$ cat src/inc/ssf_defs.svh
// offsets, field positions, reset values and codes for the special-function block
`ifndef SSF_DEFS_SVH
`define SSF_DEFS_SVH
`define SSF_WORD_ONE_ADDR   16'h0282
`define SSF_WORD_TWO_ADDR   16'h0284
`define SSF_WORD_ONE_RESET  16'h0000
`define SSF_WORD_TWO_RESET  16'h0000
`define SSF_W1_INHIBIT_BIT  11
`define SSF_W1_PHASE_BIT    12
`define SSF_W1_ENCOUT_BIT   13
`define SSF_W1_KEEP_MASK    16'hf800
`define SSF_W2_RAMP_BIT     0
`define SSF_W2_UVAUTO_BIT   2
`define SSF_W2_TEMPHIDE_BIT 7
`define SSF_SPDLIM_ALWAYS   8'h10
`define SSF_TQ_POS_CODE     8'h48
`define SSF_TQ_NEG_CODE     8'h49
`define SSF_SYNC_STAGES     3
`endif

$ cat src/inc/ssf_pkg.sv
// shared types of the special-function block
package ssf_pkg;
  // pins sampled through the synchroniser, in bit order
  typedef struct packed {
    logic speed_limit_input;
    logic speed_select1;
    logic speed_select0;
    logic torque_source_sel1;
    logic torque_source_sel0;
    logic negative_torque_input;
    logic positive_torque_input;
    logic forward_limit_input;
    logic reverse_limit_input;
  } ssf_pins_type;

  // parameter access from the communication link
  typedef struct packed {
    logic        wr_en;
    logic        rd_en;
    logic [15:0] addr;
    logic [15:0] wdata;
  } ssf_param_req_type;

  // raw detector events from the drive
  typedef struct packed {
    logic phase_loss;
    logic enc_out_err;
    logic undervoltage;
    logic uv_clear;
    logic overtemp;
  } ssf_detect_type;
endpackage

$ cat src/core/ssf_pin_sync.sv
// three-stage pin synchroniser that accepts a change once stages two and three agree
`timescale 1ns/1ns
module ssf_pin_sync
  import ssf_pkg::*;
#(
  parameter int WIDTH = 9
)(
  // clock and reset
  input  wire logic             clk,
  input  wire logic             rst_b,
  input  wire logic             ce,
  // pins and filtered levels
  input  wire logic [WIDTH-1:0] pin_in,
  output logic      [WIDTH-1:0] level_out
);
  typedef struct packed {
    logic [WIDTH-1:0] s1;
    logic [WIDTH-1:0] s2;
    logic [WIDTH-1:0] s3;
    logic [WIDTH-1:0] level;
  } ssf_sync_state_type;

  ssf_sync_state_type st_q;
  ssf_sync_state_type st_d;

  // stage one feeds only stage two; the agreement check looks at two and three
  always_comb
  begin
    st_d    = st_q;
    st_d.s1 = pin_in;
    st_d.s2 = st_q.s1;
    st_d.s3 = st_q.s2;
    for (int i = 0; i < WIDTH; i++)
    begin
      if (st_q.s2[i] == st_q.s3[i])
      begin
        st_d.level[i] = st_q.s3[i];
      end
    end
  end

  always_ff @(posedge clk or negedge rst_b)
  begin
    if (!rst_b)
    begin
      st_q <= '0;
    end
    else if (ce)
    begin
      st_q <= st_d;
    end
  end

  assign level_out = st_q.level;
endmodule

$ cat src/core/ssf_core.sv
// special-function configuration words and the drive logic they steer
// Overview of operation
// - inhibit bit clear: position pulses pass whatever the travel limits show
// - inhibit set in pulse-position mode: reverse limit blocks reverse pulses, forward limit blocks forward
// - inhibit set in pulse-position mode and both limits active: pulses blocked in both directions
// - word one bit 12 low enables phase-loss alarm, high suppresses it
// - word one bit 13 low enables encoder-output alarm, high suppresses it
// - word two bit 0 selects speed-limit ramp using speed selects and ramp params
// - torque source follows the two source selects, torque inputs gate and sign it
// - both or neither torque input gives zero, positive passes, negative inverts
// - speed-limit mode 0x10 keeps the speed limit on without the input
// - word two bit 2 low latches undervoltage until cleared, high clears itself
// - word two bit 7 low shows over-temperature warning, high hides it
`timescale 1ns/1ns
`include "ssf_defs.svh"
module ssf_core
  import ssf_pkg::*;
#(
  parameter int CMD_W  = 16,
  parameter int TIME_W = 16
)(
  // clock and reset
  input  wire logic                     clk,
  input  wire logic                     rst_b,
  input  wire logic                     ce,
  // parameter access from the link
  input  wire ssf_param_req_type        param_req,
  output logic      [15:0]              param_rdata,
  // digital input pins
  input  wire ssf_pins_type             pins,
  // pulse-position commands
  input  wire logic                     pulse_position_mode,
  input  wire logic                     pulse_fwd_in,
  input  wire logic                     pulse_rev_in,
  output logic                          pulse_fwd_out,
  output logic                          pulse_rev_out,
  // detectors and alarms
  input  wire ssf_detect_type           detect,
  output logic                          phase_loss_alarm,
  output logic                          encoder_output_error_alarm,
  output logic                          undervoltage_fault,
  output logic                          motor_overtemp_warning,
  // torque path
  input  wire logic signed [CMD_W-1:0]  torque_cmd_in,
  output logic             [1:0]        torque_source_sel,
  output logic signed      [CMD_W-1:0]  torque_out,
  // speed limit path
  input  wire logic        [7:0]        speed_limit_mode_param,
  input  wire logic        [TIME_W-1:0] accel_time_param,
  input  wire logic        [TIME_W-1:0] decel_time_param,
  input  wire logic        [TIME_W-1:0] scurve_time_param,
  output logic                          speed_limit_active,
  output logic             [1:0]        speed_limit_sel,
  output logic             [TIME_W-1:0] accel_time,
  output logic             [TIME_W-1:0] decel_time,
  output logic             [TIME_W-1:0] scurve_time
);
  localparam logic signed [CMD_W-1:0] CMD_MAX = {1'b0, {(CMD_W-1){1'b1}}};
  localparam logic signed [CMD_W-1:0] CMD_MIN = {1'b1, {(CMD_W-1){1'b0}}};

  typedef struct packed {
    logic [15:0]              word_one;
    logic [15:0]              special_function_word_two;
    logic [15:0]              rdata;
    logic                     fwd;
    logic                     rev;
    logic                     phase;
    logic                     encout;
    logic                     uv;
    logic                     temp;
    logic [1:0]               tsel;
    logic signed [CMD_W-1:0]  torque;
    logic                     spdlim;
    logic [1:0]               spdsel;
    logic [TIME_W-1:0]        acc;
    logic [TIME_W-1:0]        dec;
    logic [TIME_W-1:0]        scv;
  } ssf_state_type;

  ssf_state_type st_q;
  ssf_state_type st_d;
  ssf_pins_type  pin_lvl;

  // pins come from outside the clock domain
  ssf_pin_sync #(
    .WIDTH     ($bits(ssf_pins_type))
  ) u_sync (
    .clk       (clk),
    .rst_b     (rst_b),
    .ce        (ce),
    .pin_in    (pins),
    .level_out (pin_lvl)
  );

  // negation saturates so the most negative command cannot wrap to itself
  function automatic logic signed [CMD_W-1:0] neg_sat(input logic signed [CMD_W-1:0] v);
    neg_sat = (v == CMD_MIN) ? CMD_MAX : -v;
  endfunction

  logic inhibit;
  logic uv_auto;
  assign inhibit = st_q.word_one[`SSF_W1_INHIBIT_BIT];
  assign uv_auto = st_q.special_function_word_two[`SSF_W2_UVAUTO_BIT];

  always_comb
  begin
    st_d = st_q;
    // parameter writes; word one keeps only bits 11 to 15 of the write, word two is stored as written
    if (param_req.wr_en && param_req.addr == `SSF_WORD_ONE_ADDR)
    begin
      st_d.word_one = param_req.wdata & `SSF_W1_KEEP_MASK;
    end
    if (param_req.wr_en && param_req.addr == `SSF_WORD_TWO_ADDR)
    begin
      st_d.special_function_word_two = param_req.wdata;
    end
    // registered read, unmapped offsets read zero
    if (param_req.rd_en)
    begin
      unique case (param_req.addr)
        `SSF_WORD_ONE_ADDR: st_d.rdata = st_q.word_one;
        `SSF_WORD_TWO_ADDR: st_d.rdata = st_q.special_function_word_two;
        default:            st_d.rdata = 16'h0000;
      endcase
    end
    // travel-limit pulse gating applies only in pulse-position mode
    st_d.fwd = pulse_fwd_in;
    st_d.rev = pulse_rev_in;
    if (inhibit && pulse_position_mode)
    begin
      st_d.fwd = pulse_fwd_in && !pin_lvl.forward_limit_input;
      st_d.rev = pulse_rev_in && !pin_lvl.reverse_limit_input;
    end
    // alarm detection enables
    st_d.phase  = detect.phase_loss && !st_q.word_one[`SSF_W1_PHASE_BIT];
    st_d.encout = detect.enc_out_err && !st_q.word_one[`SSF_W1_ENCOUT_BIT];
    // undervoltage: a new detection wins over any clear in the same cycle
    if (detect.undervoltage)
    begin
      st_d.uv = 1'b1;
    end
    else if (uv_auto || detect.uv_clear)
    begin
      st_d.uv = 1'b0;
    end
    st_d.temp = detect.overtemp && !st_q.special_function_word_two[`SSF_W2_TEMPHIDE_BIT];
    // torque source and sign
    st_d.tsel = {pin_lvl.torque_source_sel1, pin_lvl.torque_source_sel0};
    unique case ({pin_lvl.positive_torque_input, pin_lvl.negative_torque_input})
      2'b10:   st_d.torque = torque_cmd_in;
      2'b01:   st_d.torque = neg_sat(torque_cmd_in);
      default: st_d.torque = '0;
    endcase
    // speed limit enable and ramp selection
    st_d.spdlim = (speed_limit_mode_param == `SSF_SPDLIM_ALWAYS)
                  || pin_lvl.speed_limit_input;
    st_d.spdsel = {pin_lvl.speed_select1, pin_lvl.speed_select0};
    if (st_q.special_function_word_two[`SSF_W2_RAMP_BIT])
    begin
      st_d.acc = accel_time_param;
      st_d.dec = decel_time_param;
      st_d.scv = scurve_time_param;
    end
    else
    begin
      st_d.acc = '0;
      st_d.dec = '0;
      st_d.scv = '0;
    end
  end

  always_ff @(posedge clk or negedge rst_b)
  begin
    if (!rst_b)
    begin
      st_q                           <= '0;
      st_q.word_one                  <= `SSF_WORD_ONE_RESET;
      st_q.special_function_word_two <= `SSF_WORD_TWO_RESET;
    end
    else if (ce)
    begin
      st_q <= st_d;
    end
  end

  // outputs straight from the state register
  assign param_rdata                = st_q.rdata;
  assign pulse_fwd_out              = st_q.fwd;
  assign pulse_rev_out              = st_q.rev;
  assign phase_loss_alarm           = st_q.phase;
  assign encoder_output_error_alarm = st_q.encout;
  assign undervoltage_fault         = st_q.uv;
  assign motor_overtemp_warning     = st_q.temp;
  assign torque_source_sel          = st_q.tsel;
  assign torque_out                 = st_q.torque;
  assign speed_limit_active         = st_q.spdlim;
  assign speed_limit_sel            = st_q.spdsel;
  assign accel_time                 = st_q.acc;
  assign decel_time                 = st_q.dec;
  assign scurve_time                = st_q.scv;
endmodule

$ cat config.mk
export PLATFORM = sky130hd
export DESIGN_NAME = ssf_core
export DESIGN_NICKNAME = d
export VERILOG_FILES = /design/src/inc/ssf_pkg.sv /design/src/core/ssf_pin_sync.sv /design/src/core/ssf_core.sv
export VERILOG_INCLUDE_DIRS = /design/src /design/src/inc
export SDC_FILE = /design/constraint.sdc
export NUM_CORES = 1
export LEC_CHECK = 0
export ABC_AREA = 1
export BUFFER_PORTS_ARGS = -buffer_cell sky130_fd_sc_hd__buf_2
export CORE_MARGIN = 8
export CORE_UTILIZATION = 29
export CTS_CLUSTER_SIZE = 30
export DETAILED_ROUTE_END_ITERATION = 16
export SKIP_CTS_REPAIR_TIMING = 1
export SYNTH_ARGS = -nofsm -noshare
export SYNTH_HDL_FRONTEND = slang
export SYNTH_HIERARCHICAL = 1
export SYNTH_SLANG_ARGS = --single-unit
$ cat constraint.sdc
create_clock -name clk -period 4.4 [get_ports clk]
set_clock_uncertainty 0.15 [all_clocks]
set_input_delay 0.44 -clock clk [delete_from_list [all_inputs] [get_ports clk]]
set_output_delay 0.44 -clock clk [all_outputs]
set_load 0.01 [all_outputs]
==> results.yml <==
pwr:
  cellPowerDensity_nw_per_um2: 400
  leakage_nw: 4.95
  ir_drop_mv: 0.158
worst_setup_path:
  cp.required_ns: 4.59
  r2r_end: "torque_out[0]"
  r2r_start: "u_sync/level_out[2]"
  criticalPathCategory: "in2reg"
  rrSetupSlack_ns: 2.37
  critical_path_arrival_ns: 2.36
  cp-start-kind: "input pin"
  worst_setup_path_end_kind: "register"
  r2r_cells: 5
  crit_fanout: 50
synthesis:
  syn_inst: 924
  synth.area.top_cells: "dfrtp_1, nand2_1, buf_4"
  synth.top_cell.area_share_pct: 50.0
  ys_seq_area_share_pct: 50.0
  yosysTopAreaCell: "dfrtp_1"
  syn_nets: 1053
  ys_ff_latch: 148
  yosysWarnings: 6
  syn_area_per_cell_sq_um: 8.02
  synth_cell_type_count: 31
  syn_area_sq_um: 7410
sta:
  rsz0062_at_grt: "no"
  slew_viol_final: 0
  setup_ws_ns: 2.23
  holdWs_ns: -0.0333
  period_minus_slack_ns: 2.17
  setup_tns_ns: 0
  finalSetupViolCount: 0
  hold_viol_final: 39
  max_freq_mhz: 461
  max-slew-margin-rel_pct: 36.7
  tightest_slew_ns: 0.949
  finalCritPeriodShare_pct: 49.3
route:
  viasPerCell: 4.31
  drc_errors: 0
  dr.pass1.iters: 4
  ant_nets: 0
  drt_iter0_markers: 297
  routed_wl_mm: 19.1
  drt-wirelength-per-cell_microns: 13.9
  dr_total_vias: 5923
flow_run:
  maxCapViolCount: 0
floorplanning:
  io_pins: 217
  die_w_microns: 176
  die_h_microns: 176
  initial_core_util_pct: 29.5
  rows: 58
  dieArea_sq_um: 30900
  core-area_sq_um: 25100
layout:
  fin_nets: 1160
  diodes: 0
  drive_gt1_share_pct: 25.8
  finalInstanceArea_sq_um: 8650
  areaGrowthSynthToFinish_pct: 16.7
clock_tree:
  cts_sinks: 148
  cts_buffers: 17
  htree_levels: 4
  clockBufferDepth: 2
  clk_pin_slew_ns: 0.07
  cts_tree: "built"
  clkLatencyLatePin_ns: 0.42
  cts_root_buf: "clkbuf_16"
global_routing:
  grt_overflow: 0
  grt_max_degree: 96
  grt_pass1_wl_mm: 31.1
  grt_antenna_before_repair: 0
  grt_pass1_vias: 5860
  grtUsageTotal_pct: 12.5
status:
  status: "finished with violations"
  violations: "negative hold slack"
placement:
  io_buffers: 216
  place_hpwl_mm: 13.7
  place_ws_ns: 1.80
  globalplace.congestion: 0.827
  placed_cell_area_sq_um: 8040
min_path:
  hp-class: "in2async"
==> metrics by stage <==
stage          cells  power [mW]  util, %
5_1_grt         1374        3.65     34.5
6_report        1374        3.46     34.5
3_3_place_gp    1342        1.99     32.0
3_5_place_dp    1342        2.01     32.0
4_1_cts         1374        3.52     34.5
2_1_floorplan    924        1.88        -
==> how the worst max path moves through the flow <==
stage / start / to / slack [ns] / cells after the start
after global routing: ce / param_rdata[3] / 2.02 / 5
final: ce / param_rdata[9] / 2.23 / 5
after detailed placement: ce / param_rdata[9] / 1.80 / 5
after floorplan: torque_cmd_in[0] / torque_out[14] / 2.64 / 10
after global placement: ce / param_rdata[10] / 1.88 / 5
after CTS: ce / param_rdata[9] / 2.25 / 5
==> layer usage <==
layer  track usage (%)  vias to the layer above  wire length (microns)
li1                  -                     3005                      -
met1              16.0                     2727                   8860
met2              19.7                      170                   8900
met3              3.46                       21                   1050
met4              4.66                        0                    331
met5                 0                        -                      0
==> power by group <==
part           internal, mW  switching [mW]  leakage (nW)  total, mW
clock                 0.817           0.672         0.291       1.49
sequential             1.46          0.0551          1.98       1.51
combinational         0.171           0.286          2.68      0.457
total                  2.44            1.01          4.95       3.46
==> placed cells by master (no fill, tap or decap), drive strengths merged, types with 8 or more instances in the layout <==
cell type / instances
nor2: 38
a21oi: 12
clkbuf: 17
buf: 220
nand2: 336
nand4: 8
dfrtp: 148
nand3: 85
o21ai: 62
inv: 91
==> cells in the mapped netlist <==
cell and number:
o211ai_1 2, inv_2 1, nor4_1 2, nand3_1 84
dfrtp_1 148, clkbuf_1 21, a31o_2 1, buf_2 1
inv_1 82, and2_1 1, nand4_2 1, nor4_4 1
xor2_1 2, nand4_1 7, a22o_1 4, buf_4 97
buf_6 7, nand2_1 335, o21ai_0 35, ha_1 3
a21o_1 1, nand2_2 1, nand3b_1 2, nor2_1 36
o21ai_1 19, buf_1 6, o21bai_1 1, nor2_2 2
a21oi_1 12, nand3_2 1, o21ai_2 8
==> state kept, by name, indices dropped and copies added, names as in the netlist <==
name	flops
st_q	20
u_sync/st_d	18
accel_time	16
decel_time	16
param_rdata	16
scurve_time	16
torque_out	16
u_sync/level_out	9
u_sync/st_q	9
speed_limit_sel	2
torque_source_sel	2
encoder_output_error_alarm	1
inhibit	1
motor_overtemp_warning	1
phase_loss_alarm	1
pulse_fwd_out	1
pulse_rev_out	1
speed_limit_active	1
undervoltage_fault	1
==> kinds of logic (layout without fill, tap and decap cells) <==
family	after synthesis	count (layout)	synth area share, %
fa+ha+maj	3	3	0.507
compound gates	83	83	6.40
flops	148	148	50.0
simple gates	473	473	26.4
buf+inv	215	335	16.5
xor+xnor	2	2	0.236
==> cell type report <==
type	count	area, sq um
Tap cell	330	413
Clock buffer	17	425
Inverter	83	312
Timing Repair Buffer	220	1130
Multi-Input combinational cell	561	2480
Fill cell	2706	16500
Sequential cell	148	3700
Clock inverter	15	183
==> worst max-delay path, cell delays in order <==
cell and delay (ns):
buf_4 0.43, nand2_1 0.54, inv_1 0.64, nand2_1 0.10, o21ai_0 0.19
No activity file was read; power rests on OpenSTA's default activity.
